$ cat src/design/fsp_pkg.sv
// Constants shared by the fan speed PWM generator and its divider
package fsp_pkg;
    // Register byte offsets on the AXI4-Lite slave
    localparam logic [3:0] ADDR_PRESCALE = 4'h0; // Clock select and divider
    localparam logic [3:0] ADDR_DUTY     = 4'h4; // Duty value
    localparam logic [3:0] ADDR_CONTROL  = 4'h8; // Enable and invert
    localparam logic [3:0] ADDR_STATUS   = 4'hc; // Live counter and levels

    // Prescale register layout
    localparam int         PRESCALE_W     = 7;     // Divider field width
    localparam int         CLK_SEL_BIT    = 7;     // Source select position
    localparam logic [7:0] PRESCALE_RESET = 8'h00; // Fast source, divide by 1

    // Duty register layout
    localparam int         COUNT_W    = 8;     // Counter and duty width
    localparam logic [7:0] DUTY_RESET = 8'hff; // Full on after reset
    localparam logic [7:0] DUTY_ZERO  = 8'h00; // Always low
    localparam logic [7:0] DUTY_FULL  = 8'hff; // Always high

    // Control register layout
    localparam int         CTRL_EN_BIT  = 0;     // Generator enable
    localparam int         CTRL_INV_BIT = 1;     // Invert fan drive
    localparam logic [1:0] CTRL_RESET   = 2'h0;  // Disabled, not inverted

    // Status register layout
    localparam int STAT_PWM_BIT = 8; // Modulated level
    localparam int STAT_FAN_BIT = 9; // Fan drive level

    // Rates in KHz: system clock and the two selectable sources
    localparam int CLK_KHZ      = 40000; // 40 MHz, 25 ns period
    localparam int SRC_FAST_KHZ = 24000; // 24 MHz source
    localparam int SRC_SLOW_KHZ = 200;   // 200 KHz source
    localparam int ACC_W        = 17;    // Phase accumulator width

    // Cycles between slow source ticks, derived from the rates
    localparam int SLOW_GAP_CYC = CLK_KHZ / SRC_SLOW_KHZ;

    // AXI response codes
    localparam logic [1:0] RESP_OKAY   = 2'h0;
    localparam logic [1:0] RESP_SLVERR = 2'h2;
endpackage

$ cat src/design/fsp_div_if.sv
// Carrier between the register side and the counter clock divider
`timescale 1ns/100ps
`default_nettype none
interface fsp_div_if;
    logic       enable;   // Generator running
    logic       clkSel;   // 0 fast source, 1 slow source
    logic [6:0] prescale; // Divide by this plus one
    logic       cntTick;  // One-cycle counter clock enable

    // Register side drives settings, reads the tick
    modport ctrl (output enable, output clkSel, output prescale,
                  input cntTick);
    // Divider side reads settings, drives the tick
    modport div  (input enable, input clkSel, input prescale,
                  output cntTick);
endinterface
`default_nettype wire

$ cat src/design/fsp_clk_div.sv
// Source tick generator and programmable prescaler for the PWM counter
`timescale 1ns/100ps
`default_nettype none
module fsp_clk_div (
    input  wire logic mclk,
    input  wire logic rst_n,
    fsp_div_if.div    bus
);
    localparam int SW = fsp_pkg::ACC_W;

    logic [SW-1:0] acc_r;       // Phase accumulator
    logic [SW-1:0] accSum;      // Accumulator plus step
    logic [SW-1:0] step;        // Step for the chosen source
    logic          srcTick;     // Source clock enable
    logic [6:0]    divCount_r;  // Source ticks since last counter tick

    // Fractional rate: 40 MHz cannot be divided to 24 MHz by an integer
    always_comb begin
        step    = bus.clkSel ? SW'(fsp_pkg::SRC_SLOW_KHZ)
                             : SW'(fsp_pkg::SRC_FAST_KHZ);
        accSum  = acc_r + step;
        srcTick = bus.enable && (accSum >= SW'(fsp_pkg::CLK_KHZ));
    end

    // Accumulator cleared while disabled so the first period is clean
    always_ff @(posedge mclk or negedge rst_n) begin
        if (!rst_n) begin
            acc_r <= '0;
        end else if (!bus.enable) begin
            acc_r <= '0;
        end else if (srcTick) begin
            acc_r <= accSum - SW'(fsp_pkg::CLK_KHZ);
        end else begin
            acc_r <= accSum;
        end
    end

    // Divider counts source ticks up to the prescale field
    always_ff @(posedge mclk or negedge rst_n) begin
        if (!rst_n) begin
            divCount_r <= 7'h00;
        end else if (!bus.enable) begin
            divCount_r <= 7'h00;
        end else if (srcTick) begin
            if (divCount_r == bus.prescale) begin
                divCount_r <= 7'h00;
            end else begin
                divCount_r <= divCount_r + 7'h01;
            end
        end
    end

    // Zero field passes every source tick straight through
    assign bus.cntTick = srcTick && (divCount_r == bus.prescale);
endmodule
`default_nettype wire

$ cat src/design/fsp_pwm_top.sv
// Fan speed PWM generator with AXI4-Lite register access
`timescale 1ns/100ps
`default_nettype none
// Contract
// - 8-bit counter wraps, period 256 ticks
// - Output high while count below duty
// - Duty zero always low, all ones high
// - Invert bit complements fan drive output
// - Counter clock divides selectable 24M/200K source
// - Divide ratio is prescale field plus one
// - Clock select resets to 24 MHz
// - Select bit 7: 0 fast, 1 slow
// - Zero field bypasses; codes 7Ch-7Fh forbidden; the prescale register stores them unfiltered
// - Duty resets all ones; code counts high ticks
module fsp_pwm_top #(
    parameter int ADDR_W = 4 // AXI address width
) (
    input  wire logic              mclk,
    input  wire logic              rst_n,
    input  wire logic [ADDR_W-1:0] s_axi_awaddr,
    input  wire logic              s_axi_awvalid,
    output logic                   s_axi_awready,
    input  wire logic [31:0]       s_axi_wdata,
    input  wire logic [3:0]        s_axi_wstrb,
    input  wire logic              s_axi_wvalid,
    output logic                   s_axi_wready,
    output logic [1:0]             s_axi_bresp,
    output logic                   s_axi_bvalid,
    input  wire logic              s_axi_bready,
    input  wire logic [ADDR_W-1:0] s_axi_araddr,
    input  wire logic              s_axi_arvalid,
    output logic                   s_axi_arready,
    output logic [31:0]            s_axi_rdata,
    output logic [1:0]             s_axi_rresp,
    output logic                   s_axi_rvalid,
    input  wire logic              s_axi_rready,
    output logic                   fanDriveOutput
);
    // Refuse address widths that cannot reach the status word
    if (ADDR_W < 4) begin : gBadAddr
        $error("ADDR_W must be at least 4");
    end

    // Register selects produced by the address decoder
    typedef enum logic [2:0] {
        FSP_SEL_PRESCALE = 3'h0,
        FSP_SEL_DUTY     = 3'h1,
        FSP_SEL_CONTROL  = 3'h2,
        FSP_SEL_STATUS   = 3'h3,
        FSP_SEL_NONE     = 3'h4
    } fsp_sel_e;

    // Shared by write and read paths; upper bits must be zero
    function automatic fsp_sel_e decodeAddr(input logic [ADDR_W-1:0] a);
        logic [3:0] lo;
        lo = a[3:0];
        if ((a >> 4) != '0) begin
            decodeAddr = FSP_SEL_NONE;
        end else begin
            case (lo)
                fsp_pkg::ADDR_PRESCALE: decodeAddr = FSP_SEL_PRESCALE;
                fsp_pkg::ADDR_DUTY:     decodeAddr = FSP_SEL_DUTY;
                fsp_pkg::ADDR_CONTROL:  decodeAddr = FSP_SEL_CONTROL;
                fsp_pkg::ADDR_STATUS:   decodeAddr = FSP_SEL_STATUS;
                default:                decodeAddr = FSP_SEL_NONE;
            endcase
        end
    endfunction

    // Write channel holding registers
    logic [ADDR_W-1:0] awAddr_r;   // Captured write address
    logic              awHave_r;   // Write address held
    logic [7:0]        wData_r;    // Captured low data byte
    logic              wStrb0_r;   // Low byte lane enabled
    logic              wHave_r;    // Write data held
    logic              bValid_r;   // Write response pending
    logic [1:0]        bResp_r;    // Write response code
    logic              doWrite;    // Both halves present, commit now
    fsp_sel_e          wSel;       // Decoded write target

    // Read channel registers
    logic              rValid_r;   // Read data pending
    logic [31:0]       rData_r;    // Read data word
    logic [1:0]        rResp_r;    // Read response code
    logic [31:0]       rWord;      // Read mux output
    fsp_sel_e          rSel;       // Decoded read target

    // Software visible state
    logic [7:0]        prescale_r; // Clock select and divider field
    logic [7:0]        duty_r;     // Duty value
    logic              enable_r;   // Generator enable
    logic              invert_r;   // Fan drive inversion

    // PWM datapath
    logic [7:0]        count_r;    // Free running PWM counter
    logic              pwmNxt;     // Next modulated level
    logic              pwmLevel_r; // Modulated level
    logic              fanDrive_r; // Fan drive output register

    // Divider link
    fsp_div_if divBus ();

    fsp_clk_div uDiv (
        .mclk  (mclk),
        .rst_n (rst_n),
        .bus   (divBus)
    );

    assign divBus.enable   = enable_r;
    assign divBus.clkSel   = prescale_r[fsp_pkg::CLK_SEL_BIT];
    assign divBus.prescale = prescale_r[fsp_pkg::PRESCALE_W-1:0];

    // Handshake outputs follow the holding flags
    assign s_axi_awready = !awHave_r;
    assign s_axi_wready  = !wHave_r;
    assign s_axi_bvalid  = bValid_r;
    assign s_axi_bresp   = bResp_r;
    assign s_axi_arready = !rValid_r;
    assign s_axi_rvalid  = rValid_r;
    assign s_axi_rdata   = rData_r;
    assign s_axi_rresp   = rResp_r;
    assign fanDriveOutput = fanDrive_r;

    // Commit only once the previous response has been taken
    assign doWrite = awHave_r && wHave_r && !bValid_r;
    assign wSel    = decodeAddr(awAddr_r);
    assign rSel    = decodeAddr(s_axi_araddr);

    // Address and data may arrive in either order
    always_ff @(posedge mclk or negedge rst_n) begin
        if (!rst_n) begin
            awAddr_r <= '0;
            awHave_r <= 1'b0;
        end else if (s_axi_awvalid && !awHave_r) begin
            awAddr_r <= s_axi_awaddr;
            awHave_r <= 1'b1;
        end else if (doWrite) begin
            awHave_r <= 1'b0;
        end
    end

    // Only byte lane 0 carries register bits
    always_ff @(posedge mclk or negedge rst_n) begin
        if (!rst_n) begin
            wData_r  <= 8'h00;
            wStrb0_r <= 1'b0;
            wHave_r  <= 1'b0;
        end else if (s_axi_wvalid && !wHave_r) begin
            wData_r  <= s_axi_wdata[7:0];
            wStrb0_r <= s_axi_wstrb[0];
            wHave_r  <= 1'b1;
        end else if (doWrite) begin
            wHave_r <= 1'b0;
        end
    end

    // Write response, error for unmapped or read-only targets
    always_ff @(posedge mclk or negedge rst_n) begin
        if (!rst_n) begin
            bValid_r <= 1'b0;
            bResp_r  <= fsp_pkg::RESP_OKAY;
        end else if (doWrite) begin
            bValid_r <= 1'b1;
            if (wSel == FSP_SEL_NONE || wSel == FSP_SEL_STATUS) begin
                bResp_r <= fsp_pkg::RESP_SLVERR;
            end else begin
                bResp_r <= fsp_pkg::RESP_OKAY;
            end
        end else if (s_axi_bready) begin
            bValid_r <= 1'b0;
        end
    end

    // Prescale register; reserved codes are not filtered here
    always_ff @(posedge mclk or negedge rst_n) begin
        if (!rst_n) begin
            prescale_r <= fsp_pkg::PRESCALE_RESET;
        end else if (doWrite && wStrb0_r && wSel == FSP_SEL_PRESCALE) begin
            prescale_r <= wData_r;
        end
    end

    // Duty register may change at any time, glitch risk accepted
    always_ff @(posedge mclk or negedge rst_n) begin
        if (!rst_n) begin
            duty_r <= fsp_pkg::DUTY_RESET;
        end else if (doWrite && wStrb0_r && wSel == FSP_SEL_DUTY) begin
            duty_r <= wData_r;
        end
    end

    // Control bits
    always_ff @(posedge mclk or negedge rst_n) begin
        if (!rst_n) begin
            enable_r <= fsp_pkg::CTRL_RESET[fsp_pkg::CTRL_EN_BIT];
            invert_r <= fsp_pkg::CTRL_RESET[fsp_pkg::CTRL_INV_BIT];
        end else if (doWrite && wStrb0_r && wSel == FSP_SEL_CONTROL) begin
            enable_r <= wData_r[fsp_pkg::CTRL_EN_BIT];
            invert_r <= wData_r[fsp_pkg::CTRL_INV_BIT];
        end
    end

    // Read mux, status shows live counter and output levels
    always_comb begin
        rWord = 32'h0000_0000;
        case (rSel)
            FSP_SEL_PRESCALE: rWord[7:0] = prescale_r;
            FSP_SEL_DUTY:     rWord[7:0] = duty_r;
            FSP_SEL_CONTROL: begin
                rWord[fsp_pkg::CTRL_EN_BIT]  = enable_r;
                rWord[fsp_pkg::CTRL_INV_BIT] = invert_r;
            end
            FSP_SEL_STATUS: begin
                rWord[7:0]                   = count_r;
                rWord[fsp_pkg::STAT_PWM_BIT] = pwmLevel_r;
                rWord[fsp_pkg::STAT_FAN_BIT] = fanDrive_r;
            end
            default:          rWord = 32'h0000_0000;
        endcase
    end

    // One read in flight; data held until rready
    always_ff @(posedge mclk or negedge rst_n) begin
        if (!rst_n) begin
            rValid_r <= 1'b0;
            rData_r  <= 32'h0000_0000;
            rResp_r  <= fsp_pkg::RESP_OKAY;
        end else if (s_axi_arvalid && !rValid_r) begin
            rValid_r <= 1'b1;
            rData_r  <= rWord;
            rResp_r  <= (rSel == FSP_SEL_NONE) ? fsp_pkg::RESP_SLVERR
                                               : fsp_pkg::RESP_OKAY;
        end else if (s_axi_rready) begin
            rValid_r <= 1'b0;
        end
    end

    // Counter advances on each divided tick and wraps at 256
    always_ff @(posedge mclk or negedge rst_n) begin
        if (!rst_n) begin
            count_r <= 8'h00;
        end else if (!enable_r) begin
            count_r <= 8'h00;
        end else if (divBus.cntTick) begin
            count_r <= count_r + 8'h01;
        end
    end

    // All ones forces full on; otherwise high while below duty
    always_comb begin
        pwmNxt = enable_r && ((duty_r == fsp_pkg::DUTY_FULL) ||
                              (count_r < duty_r));
    end

    // Output stage; inversion applies after the hold-low of disable
    always_ff @(posedge mclk or negedge rst_n) begin
        if (!rst_n) begin
            pwmLevel_r <= 1'b0;
            fanDrive_r <= 1'b0;
        end else begin
            pwmLevel_r <= pwmNxt;
            fanDrive_r <= pwmNxt ^ invert_r;
        end
    end

    // Helper flags: registers untouched by software since reset
    logic presWritten_r;
    logic dutyWritten_r;
    always_ff @(posedge mclk or negedge rst_n) begin
        if (!rst_n) begin
            presWritten_r <= 1'b0;
            dutyWritten_r <= 1'b0;
        end else if (doWrite && wStrb0_r) begin
            if (wSel == FSP_SEL_PRESCALE) begin
                presWritten_r <= 1'b1;
            end
            if (wSel == FSP_SEL_DUTY) begin
                dutyWritten_r <= 1'b1;
            end
        end
    end
endmodule
`default_nettype wire

$ cat config.mk
export PLATFORM = sky130hd
export DESIGN_NAME = fsp_pwm_top
export DESIGN_NICKNAME = d
export VERILOG_FILES = /design/src/design/fsp_pkg.sv /design/src/design/fsp_div_if.sv /design/src/design/fsp_clk_div.sv /design/src/design/fsp_pwm_top.sv
export SDC_FILE = /design/constraint.sdc
export NUM_CORES = 1
export LEC_CHECK = 0
export BUFFER_PORTS_ARGS = -buffer_cell sky130_fd_sc_hd__buf_4
export CAP_MARGIN = 25
export CORE_UTILIZATION = 40
export CTS_CLUSTER_DIAMETER = 80
export DETAILED_ROUTE_END_ITERATION = 8
export PLACE_DENSITY_LB_ADDON = 0.08
export SKIP_CTS_REPAIR_TIMING = 1
export SLEW_MARGIN = 20
export SYNTH_ARGS = -nofsm -noshare
export SYNTH_HDL_FRONTEND = slang
export SYNTH_SLANG_ARGS = --single-unit
$ cat constraint.sdc
create_clock -name mclk -period 3.5 [get_ports mclk]
set_input_delay 0.875 -clock mclk [delete_from_list [all_inputs] [get_ports mclk]]
set_output_delay 0.875 -clock mclk [all_outputs]
set_load 0.1 [all_outputs]
==> results by group <==
Clock tree
  – H-Tree Depth: 3
  – CTS clk-pin slew, worst paths: 0.06 ns
  – CTS Buf Count: 9
  – CTS sink count: 78
  – CTS root buf: clkbuf_16
  – CTS tree: built
  – Worst-Skew Late Latency: 0.34 ns
  – Clock Tree Buf Depth: 2

GRT
  – Largest net degree at the start of global routing: 79
  – Vias in the first global route: 3303
  – Global Route Usage Sum: a little under a fifth
  – Met2 GRT Util: 29.9%
  – M3 GR Usage: 3.41%
  – Met1 Usage GRT: 24.1%
  – Overflow after GRT: 0
  – Most Used Layer, Global Route: met2
  – Antenna violations before repair: 0
  – First-pass GRT wire length: 16400 um

Finish
  – Design area: 5270 um^2
  – Final #Nets: between 500 and 600
  – Area Growth Syn to Fin: 15.7%
  – N_diodes: 0
  – Share of layout cells above drive strength 1: 26.4%

Drt
  – Drt via density: ~5.3
  – Initial DRC count: 239
  – Total number of vias: about 3300
  – DRT Wirelength: 9690 um
  – Drt pass-1 iters: 4
  – Residual DRC count: 0
  – Drt wl/cell: 15.3 um
  – Antenna viol nets, final: 0

Timing
  – Final setup violation count: 0
  – Final period util: ~92%
  – Max Slew Vio Count: 0
  – Crit path time final: ~3.2 ns
  – Fin. Hold Viols: 0
  – TNS Setup: 0 ns
  – RSZ-0062 raised after global routing: no
  – Layout Skew: approximately 0.0056 ns
  – F_max: between 300 and 400 MHz
  – Max-slew headroom: 46.4%
  – Slew @ Worst Pin: 0.802 ns

Synth
  – Commonest register cell after synthesis: dfrtp_1
  – Post-Syn Area: approximately 4600 um^2
  – Seq/Total Area, Yosys: a little over two fifths
  – Async SR Flop Fraction: 100%
  – Synth top area cells: dfrtp_1, mux2_2, ha_1
  – Most common cell in the synthesized netlist: dfrtp_1
  – Yosys reg bits: 78
  – Synth Instances: 440
  – Yosys top cell area share: between 30% and 40%
  – Mean post-synth cell area: 10.4 um^2
  – Most instantiated cells after synthesis: dfrtp_1, nand2_1, mux2_2
  – Post-synth EDFFs: 0
  – YS warnings: 0
  – Unique cell type count in the Yosys netlist: 66
  – Area leader, netlist: dfrtp_1

Placement
  – Gp weighted congestion: 0.765
  – I/O Buffers: 41
  – Placed Instance Area: 4940 um^2
  – Detail Placement HPWL: 7020 um

Pwr
  – P_leak: roughly 2.4 nW
  – Worst VDD drop: 0.449 mV
  – P per Cell Area: 873 nW/um^2

Floorplan
  – Die area: roughly 12000 um^2
  – Core Rows: 38
  – Die height: 109 um
  – Die width: 109 um
  – Starting density of the core: 41.5%
  – Core region area: between 10000 and 15000 um^2
  – Io pins: 93

Setup path
  – CP Capture Type: flip-flop
  – Cell at the slowest stage of the critical path: dfrtp_1
  – Critical Path, Cell by Cell: inv_2, ha_1, a21oi_1, mux2i_1, nand4_1, or3_4, o2111ai_4, buf_4, nand2_1, or3_1, a21oi_1
  – Critical-path maximum fanout: 6
  – Worst Path Required: 3.75 ns
  – Crit path top cell by count: a21oi_1
  – Critical path's largest stage delay: 0.45 ns
  – CP Class: reg -> reg
  – R2R setup slack: 0.29 ns
  – CP startpoint kind: flip-flop
  – CP Data Arrival Time: 3.46 ns

Outcome
  – Status: completed

Worst hold path
  – Hold Crit Class: reg -> reg

Flow run
  – MaxCap Viol Count: 0
[metrics by stage]
| stage | hold WS [ns] | util [%] | setup slack, ns | std cells | total power, W |
|---|---|---|---|---|---|
| after detailed placement | 0.492 | 45.0 | 0.177 | 617 | 0.00363 |
| after CTS | 0.506 | 47.8 | 0.146 | 633 | 0.00461 |
| after global placement | 0.478 | 45.0 | 0.236 | 617 | 0.00360 |
| final | 0.503 | 48.0 | 0.286 | 633 | 0.00460 |
| after global routing | 0.516 | 48.0 | 0.0501 | 633 | 0.00492 |
| after floorplan | 0.453 | - | 0.493 | 463 | 0.00314 |
[placed cells by master (no fill, tap or decap), types with 3 or more instances in the layout]
master / n
a211oi_1: 3
a21oi_1: 22
a22o_1: 8
and2_1: 6
and3_1: 3
buf_4: 54
clkbuf_16: 9
conb_1: 24
dfrtp_1: 70
dfstp_2: 8
ha_1: 17
inv_1: 18
mux2_2: 30
mux2i_1: 9
nand2_1: 35
nand2b_1: 4
nand3_1: 16
nand4_1: 9
nand4b_1: 3
nor2_1: 16
nor2b_1: 4
nor3_1: 7
o21a_1: 3
o21ai_0: 20
o22ai_1: 4
or3_1: 8
xnor2_1: 15
xor2_1: 11
[registers in the layout, summed over array words and instances (netlist names), 4 cells and up]
signal and count:
s_axi_rdata 10, wData_r 8, duty_r 8, prescale_r 8, count_r 8, uDiv.acc_r 14
awAddr_r 4, uDiv.divCount_r 7
[worst max-delay path: cells and delay by family (launching register included)]
kind                       cells  cell delay [ns]
and+or+nand+nor                4             1.03
adders and majority gates      1             0.38
buffers and inverters          2             0.29
DFF                            1             0.45
muxes                          1             0.25
AOI/OAI and AO/OA              3             0.71
[area by class of cell]
class / instances / area (um^2)
fill: 1056 / 5710
multi-input combinational: 325 / 2340
sequential: 78 / 1960
timing repair buffer: 55 / 417
clock buffer: 10 / 239
tap: 140 / 175
inverter: 19 / 71.3
clock inverter: 6 / 68.8
[final timing paths]
kind,startpoint,to,cells past startpoint
worst min register to register,s_axi_bresp[1]$_DFFE_PN0P_,s_axi_bresp[1]$_DFFE_PN0P_,2
max in group asynchronous,rst_n,uDiv.acc_r[11]$_DFF_PN0_,1
worst min-delay path,s_axi_bresp[1]$_DFFE_PN0P_,s_axi_bresp[1]$_DFFE_PN0P_,2
worst max register to register,prescale_r[7]$_DFFE_PN0P_,uDiv.acc_r[9]$_DFF_PN0_,11
min in group asynchronous,rst_n,wStrb0_r$_DFFE_PN0P_,1
worst max-delay path,prescale_r[7]$_DFFE_PN0P_,uDiv.acc_r[9]$_DFF_PN0_,11
[kinds of logic (layout without fill, tap and decap cells)]
family	after synthesis	after routing	share of synthesized area, %
AND/OR/NAND/NOR	126	126	14.7
AO/OA/AOI/OAI	89	89	13.7
flip-flops	78	78	43.1
buffers and inverters	60	90	7.91
multiplexers	41	41	10.4
XOR/XNOR	27	27	5.19
adder cells (fa/ha/maj)	18	18	4.94
other	1	24	0.0823
[per-layer routing]
metal  vias to the layer above  routed length [um]
met2                        52                4740
li1                       1629                   -
met5                         -                   0
met3                        12                 228
met1                      1633                4540
met4                         0                 178
[power by group]
group          internal, W  switching [W]  total, W  leakage [nW]
Sequential         0.00115       0.000215   0.00137          1.00
Combinational     0.000870        0.00140   0.00227          1.23
Clock             0.000577       0.000388  0.000965         0.149
No activity file was read; power rests on OpenSTA's default activity.
